`src/hw/bpc_pkg.sv`:
```
// Constants for the BCD line polarity and format register bank.
package bpc_pkg;
    localparam logic [3:0] REG_ID = 4'h0;
    localparam logic [3:0] REG_MANT = 4'h3;
    localparam logic [3:0] REG_EXPO = 4'h4;
    localparam logic [3:0] REG_FUNC = 4'h5;
    localparam logic [3:0] REG_DECP = 4'h6;
    localparam logic [3:0] REG_HSPOL = 4'h7;
    localparam logic [3:0] REG_DATAPOL = 4'h8;
    localparam logic [3:0] REG_FUNCPOL = 4'h9;
    localparam logic [3:0] REG_SIGNPOL = 4'hA;
    // Identity value is arbitrary.
    localparam logic [7:0] ID_VALUE = 8'h5A;
    // Reset values, single channel then dual channel.
    localparam logic [7:0] MANT_SINGLE = 8'h08;
    localparam logic [7:0] MANT_DUAL = 8'h44;
    localparam logic [7:0] EXPO_SINGLE = 8'h01;
    localparam logic [7:0] EXPO_DUAL = 8'h00;
    localparam logic [7:0] FUNC_SINGLE = 8'h01;
    localparam logic [7:0] FUNC_DUAL = 8'h11;
    localparam logic [7:0] ZERO_BYTE = 8'h00;
    localparam logic [3:0] FUNC_MAX = 4'hB;
    // Field positions in the sign/port register.
    localparam int SIGN_EXPB = 7;
    localparam int SIGN_MANB = 6;
    localparam int SIGN_EXPA = 5;
    localparam int SIGN_MANA = 4;
    localparam int NIB = 4;
endpackage

```
`src/hw/bpc_invert.sv`:
```
// Registered pin-to-logic and logic-to-pin inversion of a group of lines.
`timescale 1ns/10ps
`default_nettype none
module bpc_invert #(
    parameter int W = 4
) (
    // Clock and reset.
    input wire logic clk,
    input wire logic rst,
    // Sense, inbound pin level, outbound logic level.
    input wire logic [W-1:0] negTrue,
    input wire logic [W-1:0] pinIn,
    input wire logic [W-1:0] logicOut,
    // Inverted results.
    output logic [W-1:0] logicIn,
    output logic [W-1:0] pinOut
);
    logic [W-1:0] sync1_q;
    logic [W-1:0] sync2_q;

    // Two-stage synchroniser on the pin level.
    always_ff @(posedge clk) begin
        if (rst) begin
            sync1_q <= '0;
            sync2_q <= '0;
        end else begin
            sync1_q <= pinIn;
            sync2_q <= sync1_q;
        end
    end

    // Same inversion both ways so a round trip is transparent.
    always_ff @(posedge clk) begin
        if (rst) begin
            logicIn <= '0;
            pinOut <= '0;
        end else begin
            logicIn <= sync2_q ^ negTrue;
            pinOut <= logicOut ^ negTrue;
        end
    end
endmodule
`default_nettype wire

```
`src/hw/bpc_regs.sv`:
```
// Format and polarity register bank with the polarity inversion paths.
`timescale 1ns/10ps
`default_nettype none
module bpc_regs
    import bpc_pkg::*;
(
    // Clock and reset.
    input wire logic clk,
    input wire logic rst,
    // Reset default configuration switch, position 1 selects dual format.
    input wire logic resetDefaultConfigSwitch,
    // Register access port.
    input wire logic regWrite,
    input wire logic regRead,
    input wire logic [3:0] regAddr,
    input wire logic [7:0] regWdata,
    output logic [7:0] regRdata,
    output logic regRvalid,
    // Transfer boundary, polarity snapshot is taken here.
    input wire logic xferStart,
    // Function digit lines, channel A and B.
    input wire logic [3:0] funcPinA,
    input wire logic [3:0] funcPinB,
    input wire logic [3:0] funcOutA,
    input wire logic [3:0] funcOutB,
    output logic [3:0] funcInA,
    output logic [3:0] funcInB,
    output logic [3:0] funcDrvA,
    output logic [3:0] funcDrvB,
    // Data digit lines, channel A and B.
    input wire logic [3:0] dataPinA,
    input wire logic [3:0] dataPinB,
    input wire logic [3:0] dataOutA,
    input wire logic [3:0] dataOutB,
    output logic [3:0] dataInA,
    output logic [3:0] dataInB,
    output logic [3:0] dataDrvA,
    output logic [3:0] dataDrvB,
    // Signs: exponent B, mantissa B, exponent A, mantissa A.
    input wire logic [3:0] signPin,
    input wire logic [3:0] signOut,
    output logic [3:0] signIn,
    output logic [3:0] signDrv,
    // Auxiliary nibble port.
    input wire logic [3:0] auxPin,
    input wire logic [3:0] auxOut,
    output logic [3:0] auxIn,
    output logic [3:0] auxDrv,
    // Register views for the formatter.
    output logic [7:0] mantCount,
    output logic [7:0] expoCount,
    output logic [7:0] funcCount,
    output logic [7:0] decPoint,
    output logic [7:0] handshakePol
);
    ////////////////////////////////////////////////////////////////////////
    logic [7:0] mant_q;
    logic [7:0] expo_q;
    logic [7:0] func_q;
    logic [7:0] decp_q;
    logic [7:0] hspol_q;
    logic [7:0] datapol_q;
    logic [7:0] funcpol_q;
    logic [7:0] signpol_q;
    logic [7:0] actFunc_q;
    logic [7:0] actData_q;
    logic [7:0] actSign_q;
    logic sw1_q;
    logic sw2_q;
    logic [7:0] funcClip;

    // Address decode used by the register write processes and the read port.
    function automatic logic hit(input logic [3:0] a, input logic [3:0] r);
        hit = (a == r);
    endfunction

    // Switch synchroniser; the strap is sampled only through the second stage.
    always_ff @(posedge clk) begin
        sw1_q <= resetDefaultConfigSwitch;
        sw2_q <= sw1_q;
    end

    // Function counts above 11 are held at 11 per channel.
    always_comb begin
        funcClip[3:0] = (regWdata[3:0] > FUNC_MAX) ? FUNC_MAX
                                                    : regWdata[3:0];
        funcClip[7:4] = (regWdata[7:4] > FUNC_MAX) ? FUNC_MAX
                                                    : regWdata[7:4];
    end

    ////////////////////////////////////////////////////////////////////////
    // Digit count and decimal point registers, low nibble channel A, high nibble B.
    always_ff @(posedge clk) begin
        if (rst) begin
            mant_q <= sw2_q ? MANT_DUAL : MANT_SINGLE;
            expo_q <= sw2_q ? EXPO_DUAL : EXPO_SINGLE;
            func_q <= sw2_q ? FUNC_DUAL : FUNC_SINGLE;
            decp_q <= ZERO_BYTE;
        end else if (regWrite) begin
            if (hit(regAddr, REG_MANT)) begin
                mant_q <= regWdata;
            end else if (hit(regAddr, REG_EXPO)) begin
                expo_q <= regWdata;
            end else if (hit(regAddr, REG_FUNC)) begin
                func_q <= funcClip;
            end else if (hit(regAddr, REG_DECP)) begin
                decp_q <= regWdata;
            end
        end
    end

    // Polarity registers, cleared by reset.
    always_ff @(posedge clk) begin
        if (rst) begin
            hspol_q <= ZERO_BYTE;
            datapol_q <= ZERO_BYTE;
            funcpol_q <= ZERO_BYTE;
            signpol_q <= ZERO_BYTE;
        end else if (regWrite) begin
            if (hit(regAddr, REG_HSPOL)) begin
                hspol_q <= regWdata;
            end else if (hit(regAddr, REG_DATAPOL)) begin
                datapol_q <= regWdata;
            end else if (hit(regAddr, REG_FUNCPOL)) begin
                funcpol_q <= regWdata;
            end else if (hit(regAddr, REG_SIGNPOL)) begin
                signpol_q <= regWdata;
            end
        end
    end

    // Active polarity is loaded at a transfer start so a write never
    // changes the sense of the function, data, sign or aux lines in the middle of a transfer.
    always_ff @(posedge clk) begin
        if (rst) begin
            actFunc_q <= ZERO_BYTE;
            actData_q <= ZERO_BYTE;
            actSign_q <= ZERO_BYTE;
        end else if (xferStart) begin
            actFunc_q <= funcpol_q;
            actData_q <= datapol_q;
            actSign_q <= signpol_q;
        end
    end

    ////////////////////////////////////////////////////////////////////////
    // Read port; reads change no state.
    always_ff @(posedge clk) begin
        if (rst) begin
            regRdata <= ZERO_BYTE;
            regRvalid <= 1'b0;
        end else begin
            regRvalid <= regRead;
            if (!regRead) begin
                regRdata <= ZERO_BYTE;
            end else if (hit(regAddr, REG_ID)) begin
                regRdata <= ID_VALUE;
            end else if (hit(regAddr, REG_MANT)) begin
                regRdata <= mant_q;
            end else if (hit(regAddr, REG_EXPO)) begin
                regRdata <= expo_q;
            end else if (hit(regAddr, REG_FUNC)) begin
                regRdata <= func_q;
            end else if (hit(regAddr, REG_DECP)) begin
                regRdata <= decp_q;
            end else if (hit(regAddr, REG_HSPOL)) begin
                regRdata <= hspol_q;
            end else if (hit(regAddr, REG_DATAPOL)) begin
                regRdata <= datapol_q;
            end else if (hit(regAddr, REG_FUNCPOL)) begin
                regRdata <= funcpol_q;
            end else if (hit(regAddr, REG_SIGNPOL)) begin
                regRdata <= signpol_q;
            end else begin
                regRdata <= ZERO_BYTE;
            end
        end
    end

    // Register views for neighbouring logic.
    always_ff @(posedge clk) begin
        if (rst) begin
            mantCount <= ZERO_BYTE;
            expoCount <= ZERO_BYTE;
            funcCount <= ZERO_BYTE;
            decPoint <= ZERO_BYTE;
            handshakePol <= ZERO_BYTE;
        end else begin
            mantCount <= mant_q;
            expoCount <= expo_q;
            funcCount <= func_q;
            decPoint <= decp_q;
            handshakePol <= hspol_q;
        end
    end

    ////////////////////////////////////////////////////////////////////////
    // Inversion paths for each line group.
    bpc_invert #(.W(NIB)) uFuncA (.clk(clk), .rst(rst),
        .negTrue(actFunc_q[3:0]), .pinIn(funcPinA), .logicOut(funcOutA),
        .logicIn(funcInA), .pinOut(funcDrvA));
    bpc_invert #(.W(NIB)) uFuncB (.clk(clk), .rst(rst),
        .negTrue(actFunc_q[7:4]), .pinIn(funcPinB), .logicOut(funcOutB),
        .logicIn(funcInB), .pinOut(funcDrvB));
    bpc_invert #(.W(NIB)) uDataA (.clk(clk), .rst(rst),
        .negTrue(actData_q[3:0]), .pinIn(dataPinA), .logicOut(dataOutA),
        .logicIn(dataInA), .pinOut(dataDrvA));
    bpc_invert #(.W(NIB)) uDataB (.clk(clk), .rst(rst),
        .negTrue(actData_q[7:4]), .pinIn(dataPinB), .logicOut(dataOutB),
        .logicIn(dataInB), .pinOut(dataDrvB));
    bpc_invert #(.W(NIB)) uSign (.clk(clk), .rst(rst),
        .negTrue({actSign_q[SIGN_EXPB], actSign_q[SIGN_MANB],
                  actSign_q[SIGN_EXPA], actSign_q[SIGN_MANA]}),
        .pinIn(signPin), .logicOut(signOut),
        .logicIn(signIn), .pinOut(signDrv));
    bpc_invert #(.W(NIB)) uAux (.clk(clk), .rst(rst),
        .negTrue(actSign_q[3:0]), .pinIn(auxPin), .logicOut(auxOut),
        .logicIn(auxIn), .pinOut(auxDrv));
endmodule
`default_nettype wire

```
`config.mk`:
```
export PLATFORM = sky130hd
export DESIGN_NAME = bpc_regs
export DESIGN_NICKNAME = d
export VERILOG_FILES = /design/src/hw/bpc_pkg.sv /design/src/hw/bpc_invert.sv /design/src/hw/bpc_regs.sv
export SDC_FILE = /design/constraint.sdc
export NUM_CORES = 1
export LEC_CHECK = 0
export BUFFER_PORTS_ARGS = -buffer_cell sky130_fd_sc_hd__buf_2
export CAP_MARGIN = 5
export CORE_ASPECT_RATIO = 1.25
export CORE_MARGIN = 2
export CORE_UTILIZATION = 54
export DETAILED_ROUTE_END_ITERATION = 10
export PLACE_DENSITY = 0.78
export REMOVE_ABC_BUFFERS = 1
export SYNTH_ARGS = -nofsm -noshare
export SYNTH_HDL_FRONTEND = slang
export SYNTH_HIERARCHICAL = 1
export SYNTH_SLANG_ARGS = --single-unit
```
`constraint.sdc`:
```
create_clock -name clk -period 1.8 [get_ports clk]
set_input_delay 0.18 -clock clk [delete_from_list [all_inputs] [get_ports clk]]
set_output_delay 0.18 -clock clk [all_outputs]
set_load 0.02 [all_outputs]
```
Yosys cells after proc, flatten, opt, wreduce, memory -nomap -nowiden
Cells that the tools add are included.

Flip-flop bits (word level): 235. Latch bits: 0. Memory bits (writable): 0. Bits in read-only memories: 0. Logic and storage cells: 117. Memories kept: 0.

Add/subtract/negate cells: 0. Multipliers: 0. Divide/modulo/power cells: 0. $lt $le $gt $ge: 2. Eq/ne operators: 10. Shifts and indexed selects: 0. Mux-type cells: 26. Bitwise gates (word level): 19. Reductions and logical operators: 15.

Operators with widths (number): $mux W8 (20); $xor A4 B4 Y4 (12); $eq A4 B3 Y1 const B (4); $mux W7 (2); $eq A4 B4 Y1 const B (3); $reduce_and A5 Y1 (2); $gt A4 B4 Y1 const B (2); $mux W4 (2); $reduce_and A4 Y1 (2); $reduce_bool A2 Y1 (4); $not A1 Y1 (7); $reduce_and A3 Y1 (2); $mux W5 (1); $eq A4 B2 Y1 const B (1); $logic_not A4 Y1 (1); $ne A2 B2 Y1 const B (2); $reduce_and A2 Y1 (2); $reduce_or A3 Y1 (1); $reduce_or A2 Y1 (1); $mux W1 (1).

Logic depth before layout (Yosys ltp)
Depth after elaboration: 10. Mapped depth: 6. Depth with buffers taken out: 4.

Hierarchy
The synthesis kept the hierarchy.

Modules (own cells, without submodules): bpc_regs (instances 1, cells each 516, area each 5333.9 um2, seq. area each 3022.9 um2); bpc_invert (instances 6, cells each 41, area each 496.7 um2, seq. area each 320.3 um2).

Worst setup path after synthesis
Ideal clock, no wire load.

Path type: input port to flip-flop. Start point: input regAddr[0]. End point: register mant_q[0], enable pin. Setup time: 0.330 ns. Arrival: 1.059 ns. Required time: 1.470 ns. Path slack: 0.411 ns. Stages on the path: 4. Buffers on the path: 3. Path through: buf_2 > buf_2 > buf_2 > a41o_1.

Word-level cells in the longest chain between the ends: 3.

Ends and longest elaborated chain: start: declaration (RTL line bpc_regs.sv:15) `input wire logic [3:0] regAddr,`; $eq A4 B2 Y1 (RTL line bpc_regs.sv:74) `hit = (a == r);`; $reduce_bool A2 Y1 (no line); $reduce_and A2 Y1 (no line); end signal: assignment (RTL line bpc_regs.sv:95) `mant_q <= sw2_q ? MANT_DUAL : MANT_SINGLE;`; end signal: assignment (RTL line bpc_regs.sv:101) `mant_q <= regWdata;`; end: declaration (RTL line bpc_regs.sv:57) `logic [7:0] mant_q;`.

Every way passes these cells. A chain may end at the register's enable or synchronous reset.

Worst setup path after layout
Start point: register funcpol_q[1]. End point: register regRdata[1].

Word-level cells in the longest chain between the ends: 8.

Ends and longest elaborated chain: start: declaration (RTL line bpc_regs.sv:63) `logic [7:0] funcpol_q;`; start signal: assignment (RTL line bpc_regs.sv:125) `funcpol_q <= regWdata;`; $mux W8 (RTL line bpc_regs.sv:170) `end else if (hit(regAddr, REG_FUNCPOL)) begin`; $mux W8 (RTL line bpc_regs.sv:168) `end else if (hit(regAddr, REG_DATAPOL)) begin`; $mux W8 (RTL line bpc_regs.sv:166) `end else if (hit(regAddr, REG_HSPOL)) begin`; $mux W8 (RTL line bpc_regs.sv:164) `end else if (hit(regAddr, REG_DECP)) begin`; $mux W8 (RTL line bpc_regs.sv:162) `end else if (hit(regAddr, REG_FUNC)) begin`; $mux W8 (RTL line bpc_regs.sv:160) `end else if (hit(regAddr, REG_EXPO)) begin`; $mux W8 (RTL line bpc_regs.sv:158) `end else if (hit(regAddr, REG_MANT)) begin`; $mux W7 (RTL line bpc_regs.sv:156) `end else if (hit(regAddr, REG_ID)) begin`; end signal: assignment (RTL line bpc_regs.sv:159) `regRdata <= mant_q;`; end signal: assignment (RTL line bpc_regs.sv:161) `regRdata <= expo_q;`; end signal: assignment (RTL line bpc_regs.sv:163) `regRdata <= func_q;`; end: declaration (RTL line bpc_regs.sv:17) `output logic [7:0] regRdata,`.

Every way passes these cells.

==> metrics.csv <==
metric,value,unit
number of setup violations in the final report,0,
All-Layer GR Usage,22.81,%
DP HPWL,12.05,mm
NumNets Final,1050,
Synth async-reset ratio,0,%
largest fanout on the critical path,3,
Via Count,6096,
vias in the first global route,5919,
ranking of synthesized cells by area,"dfxtp_1 (51%), edfxtp_1 (8.7%), mux2i_1 (7.1%), nor2_1 (5.1%), xnor2_1 (5.1%)",
CTS Sinks,235,
critical path type,reg2reg,
clock latency at the later pin of the worst-skew pair,0.50,ns
routability-driven placement congestion ratio,0.8793,
Slew Limit Fails,0,
MaxCap Viol Count,0,
final worst slack,0.4773,ns
Clk Tree Root Cell,clkbuf_16,
Post-Route Setup TNS,0,ns
Inserted Diodes,0,
area fraction of the dominant cell type after synthesis,50.81,%
initial antenna violation count,1,
Residual DRC,0,
Yosys reg bits,235,
Die Wd,115.0,µm
vias per cell,5.157,
synthesis-to-layout area growth,28.56,%
pre-CTS worst setup slack,0.1395,ns
die height,142.7,µm
Fmax achieved,756.0,MHz
Hold Path Stages,3,
cell taking the most area after synthesis,dfxtp_1,
row count,50,
Starting Density,55.38,%
Filler Cells Inserted,1069,
final hold vios,0,
Synth Warn #,6,
"commonest cells after routing, fill and taps aside","dfxtp_1 (211), buf_2 (161), nor2_1 (114), nor2b_1 (64), mux2i_1 (59)",
status,completed,
maximum VDD drop,913.8,µV
Crit. End Element,flop,
CP Data Required Time,2.22,ns
Port Buf Inserts,162,
period utilisation layout,73.49,%
H-tree Lvls,1,
Power Dens Cells,1081,nW/µm²
worst min path class,in2reg,
drt first pass iters,5,
Post-CTS Setup Bufs,0,
Critical Path AT,1.74,ns
GRT overflow,0,
first-pass GRT wire length,29.99,mm
share of layout cells above drive strength 1,26.70,%
Total Routed Length,18.78,mm
CTS Buffer Depth,3,
leakage power,0.004589,µW
die area,16410,µm²
Slew @ Worst Pin,0.4780,ns
Hold WS,0.02456,ns
slew margin rel.,68.14,%
Post-Syn Area per Cell,10.91,µm²
worst reg2reg path depth,4,
TritonCTS clock tree,yes,
floorplan core area,15010,µm²
Syn Std Cell Area,8314,µm²
I/O pins,163,
Worst Skew,0.01152,ns
cts bufs inserted,23,
Final Util,71.19,%
Main synth FF type,dfxtp_1,
CP startpoint kind,flop,
cell count after synthesis,762,
largest net degree at the start of global routing,54,
Iteration-0 DRC Markers,419,
number of synthesized flops with an enable pin,24,
RSZ-0062 raised after global routing,no,
register area share after synthesis,59.47,%
Synth cell types,52,
remaining antenna violation count after routing,0,
Routed WL per cell,15.89,µm
CTS clock-pin slew for the worst setup and hold paths,0.06,ns
post-layout min period,1.323,ns
"most common cell after layout, fill and taps aside",dfxtp_1,
## power by group
part	internal, µW	switching (µW)	total, µW
logic	417	508	925
clock network	3150	1910	5060
registers	5500	76.2	5570
total	9060	2490	11600
## metal layers
layer	global-route usage, %	share of wire [%]	wire, µm	vias up
li1	-	-	-	2964
met1	27.14	41	7635	2878
met2	40.65	51	9492	217
met3	4.881	6.5	1228	37
met4	7.609	2.3	424	0
met5	0	0	0	-
## layout make-up
cell class	count	area [µm²]	share of cell area [%]
Clock buffer	28	615.6	5.759
Clock inverter	13	195.2	1.826
Inverter	7	26.28	0.2458
Multi-Input combinational cell	476	3114	29.13
Sequential cell	235	4945	46.26
Tap cell	182	227.7	2.130
Timing Repair Buffer	241	1565	14.64
## worst max-delay path, stage by stage (launching register included)
cell and delay [ns]:
dfxtp_1 0.36, or4bb_1 0.43, o2111ai_1 0.12, o211ai_1 0.16
a21oi_1 0.17
## cells in the mapped netlist, types with 2 or more instances
master     instances
nor2_1           114
o21a_1             2
o22a_1             4
nand2b_1           7
xnor2_1           48
nor3b_1            4
edfxtp_1          24
a221oi_1           4
buf_1              4
nand3_1            9
buf_6              6
a32oi_1            2
nor2b_1           64
a21oi_1           21
a211o_1            2
buf_2             12
nand2_1           28
o32ai_1            2
inv_1              7
mux2i_1           59
o2bb2ai_1          2
clkbuf_1          21
nand3b_1           3
a31o_1             2
o2111ai_1          2
a211oi_1           4
nor3_4             2
o21ai_0           26
a31oi_1            3
nor3_1             3
o21bai_1           2
a21o_1             3
o211ai_1           2
and2b_2           36
dfxtp_1          211
## logic make-up (layout without fill, tap and decap cells)
| kind of cell | count (synthesis) | count (layout) | synth area share (%) |
|---|---|---|---|
| multiplexers | 59 | 59 | 7.103 |
| AO/OA/AOI/OAI | 90 | 90 | 7.088 |
| flip-flops | 235 | 235 | 59.47 |
| XOR/XNOR | 48 | 48 | 5.056 |
| AND/OR/NAND/NOR | 279 | 279 | 18.21 |
| buffers and inverters | 51 | 289 | 3.070 |
## worst paths after layout
check               start           to  slack [ns]
max          funcpol_q[1]  regRdata[1]        0.48
min           regWdata[6]    decp_q[6]        0.02
max reg2reg  funcpol_q[1]  regRdata[1]        0.48
min reg2reg         sw1_q        sw2_q        0.33
## stage by stage
step	total power (µW)	cells	area, µm²
after floorplan	6087	718	8085
after CTS	11650	1182	10690
after global routing	11950	1182	10690
after global placement	6494	1089	9358
after detailed placement	6512	1089	9358
final	11560	1182	10690
## timing repair
| action | 4_1_cts | 5_1_grt |
|---|---|---|
| resized for setup | 0 | 0 |
| hold buffers | 52 | 0 |
| endpoints found under the hold margin | 53 | 0 |
(Power assumes the default switching activity.)
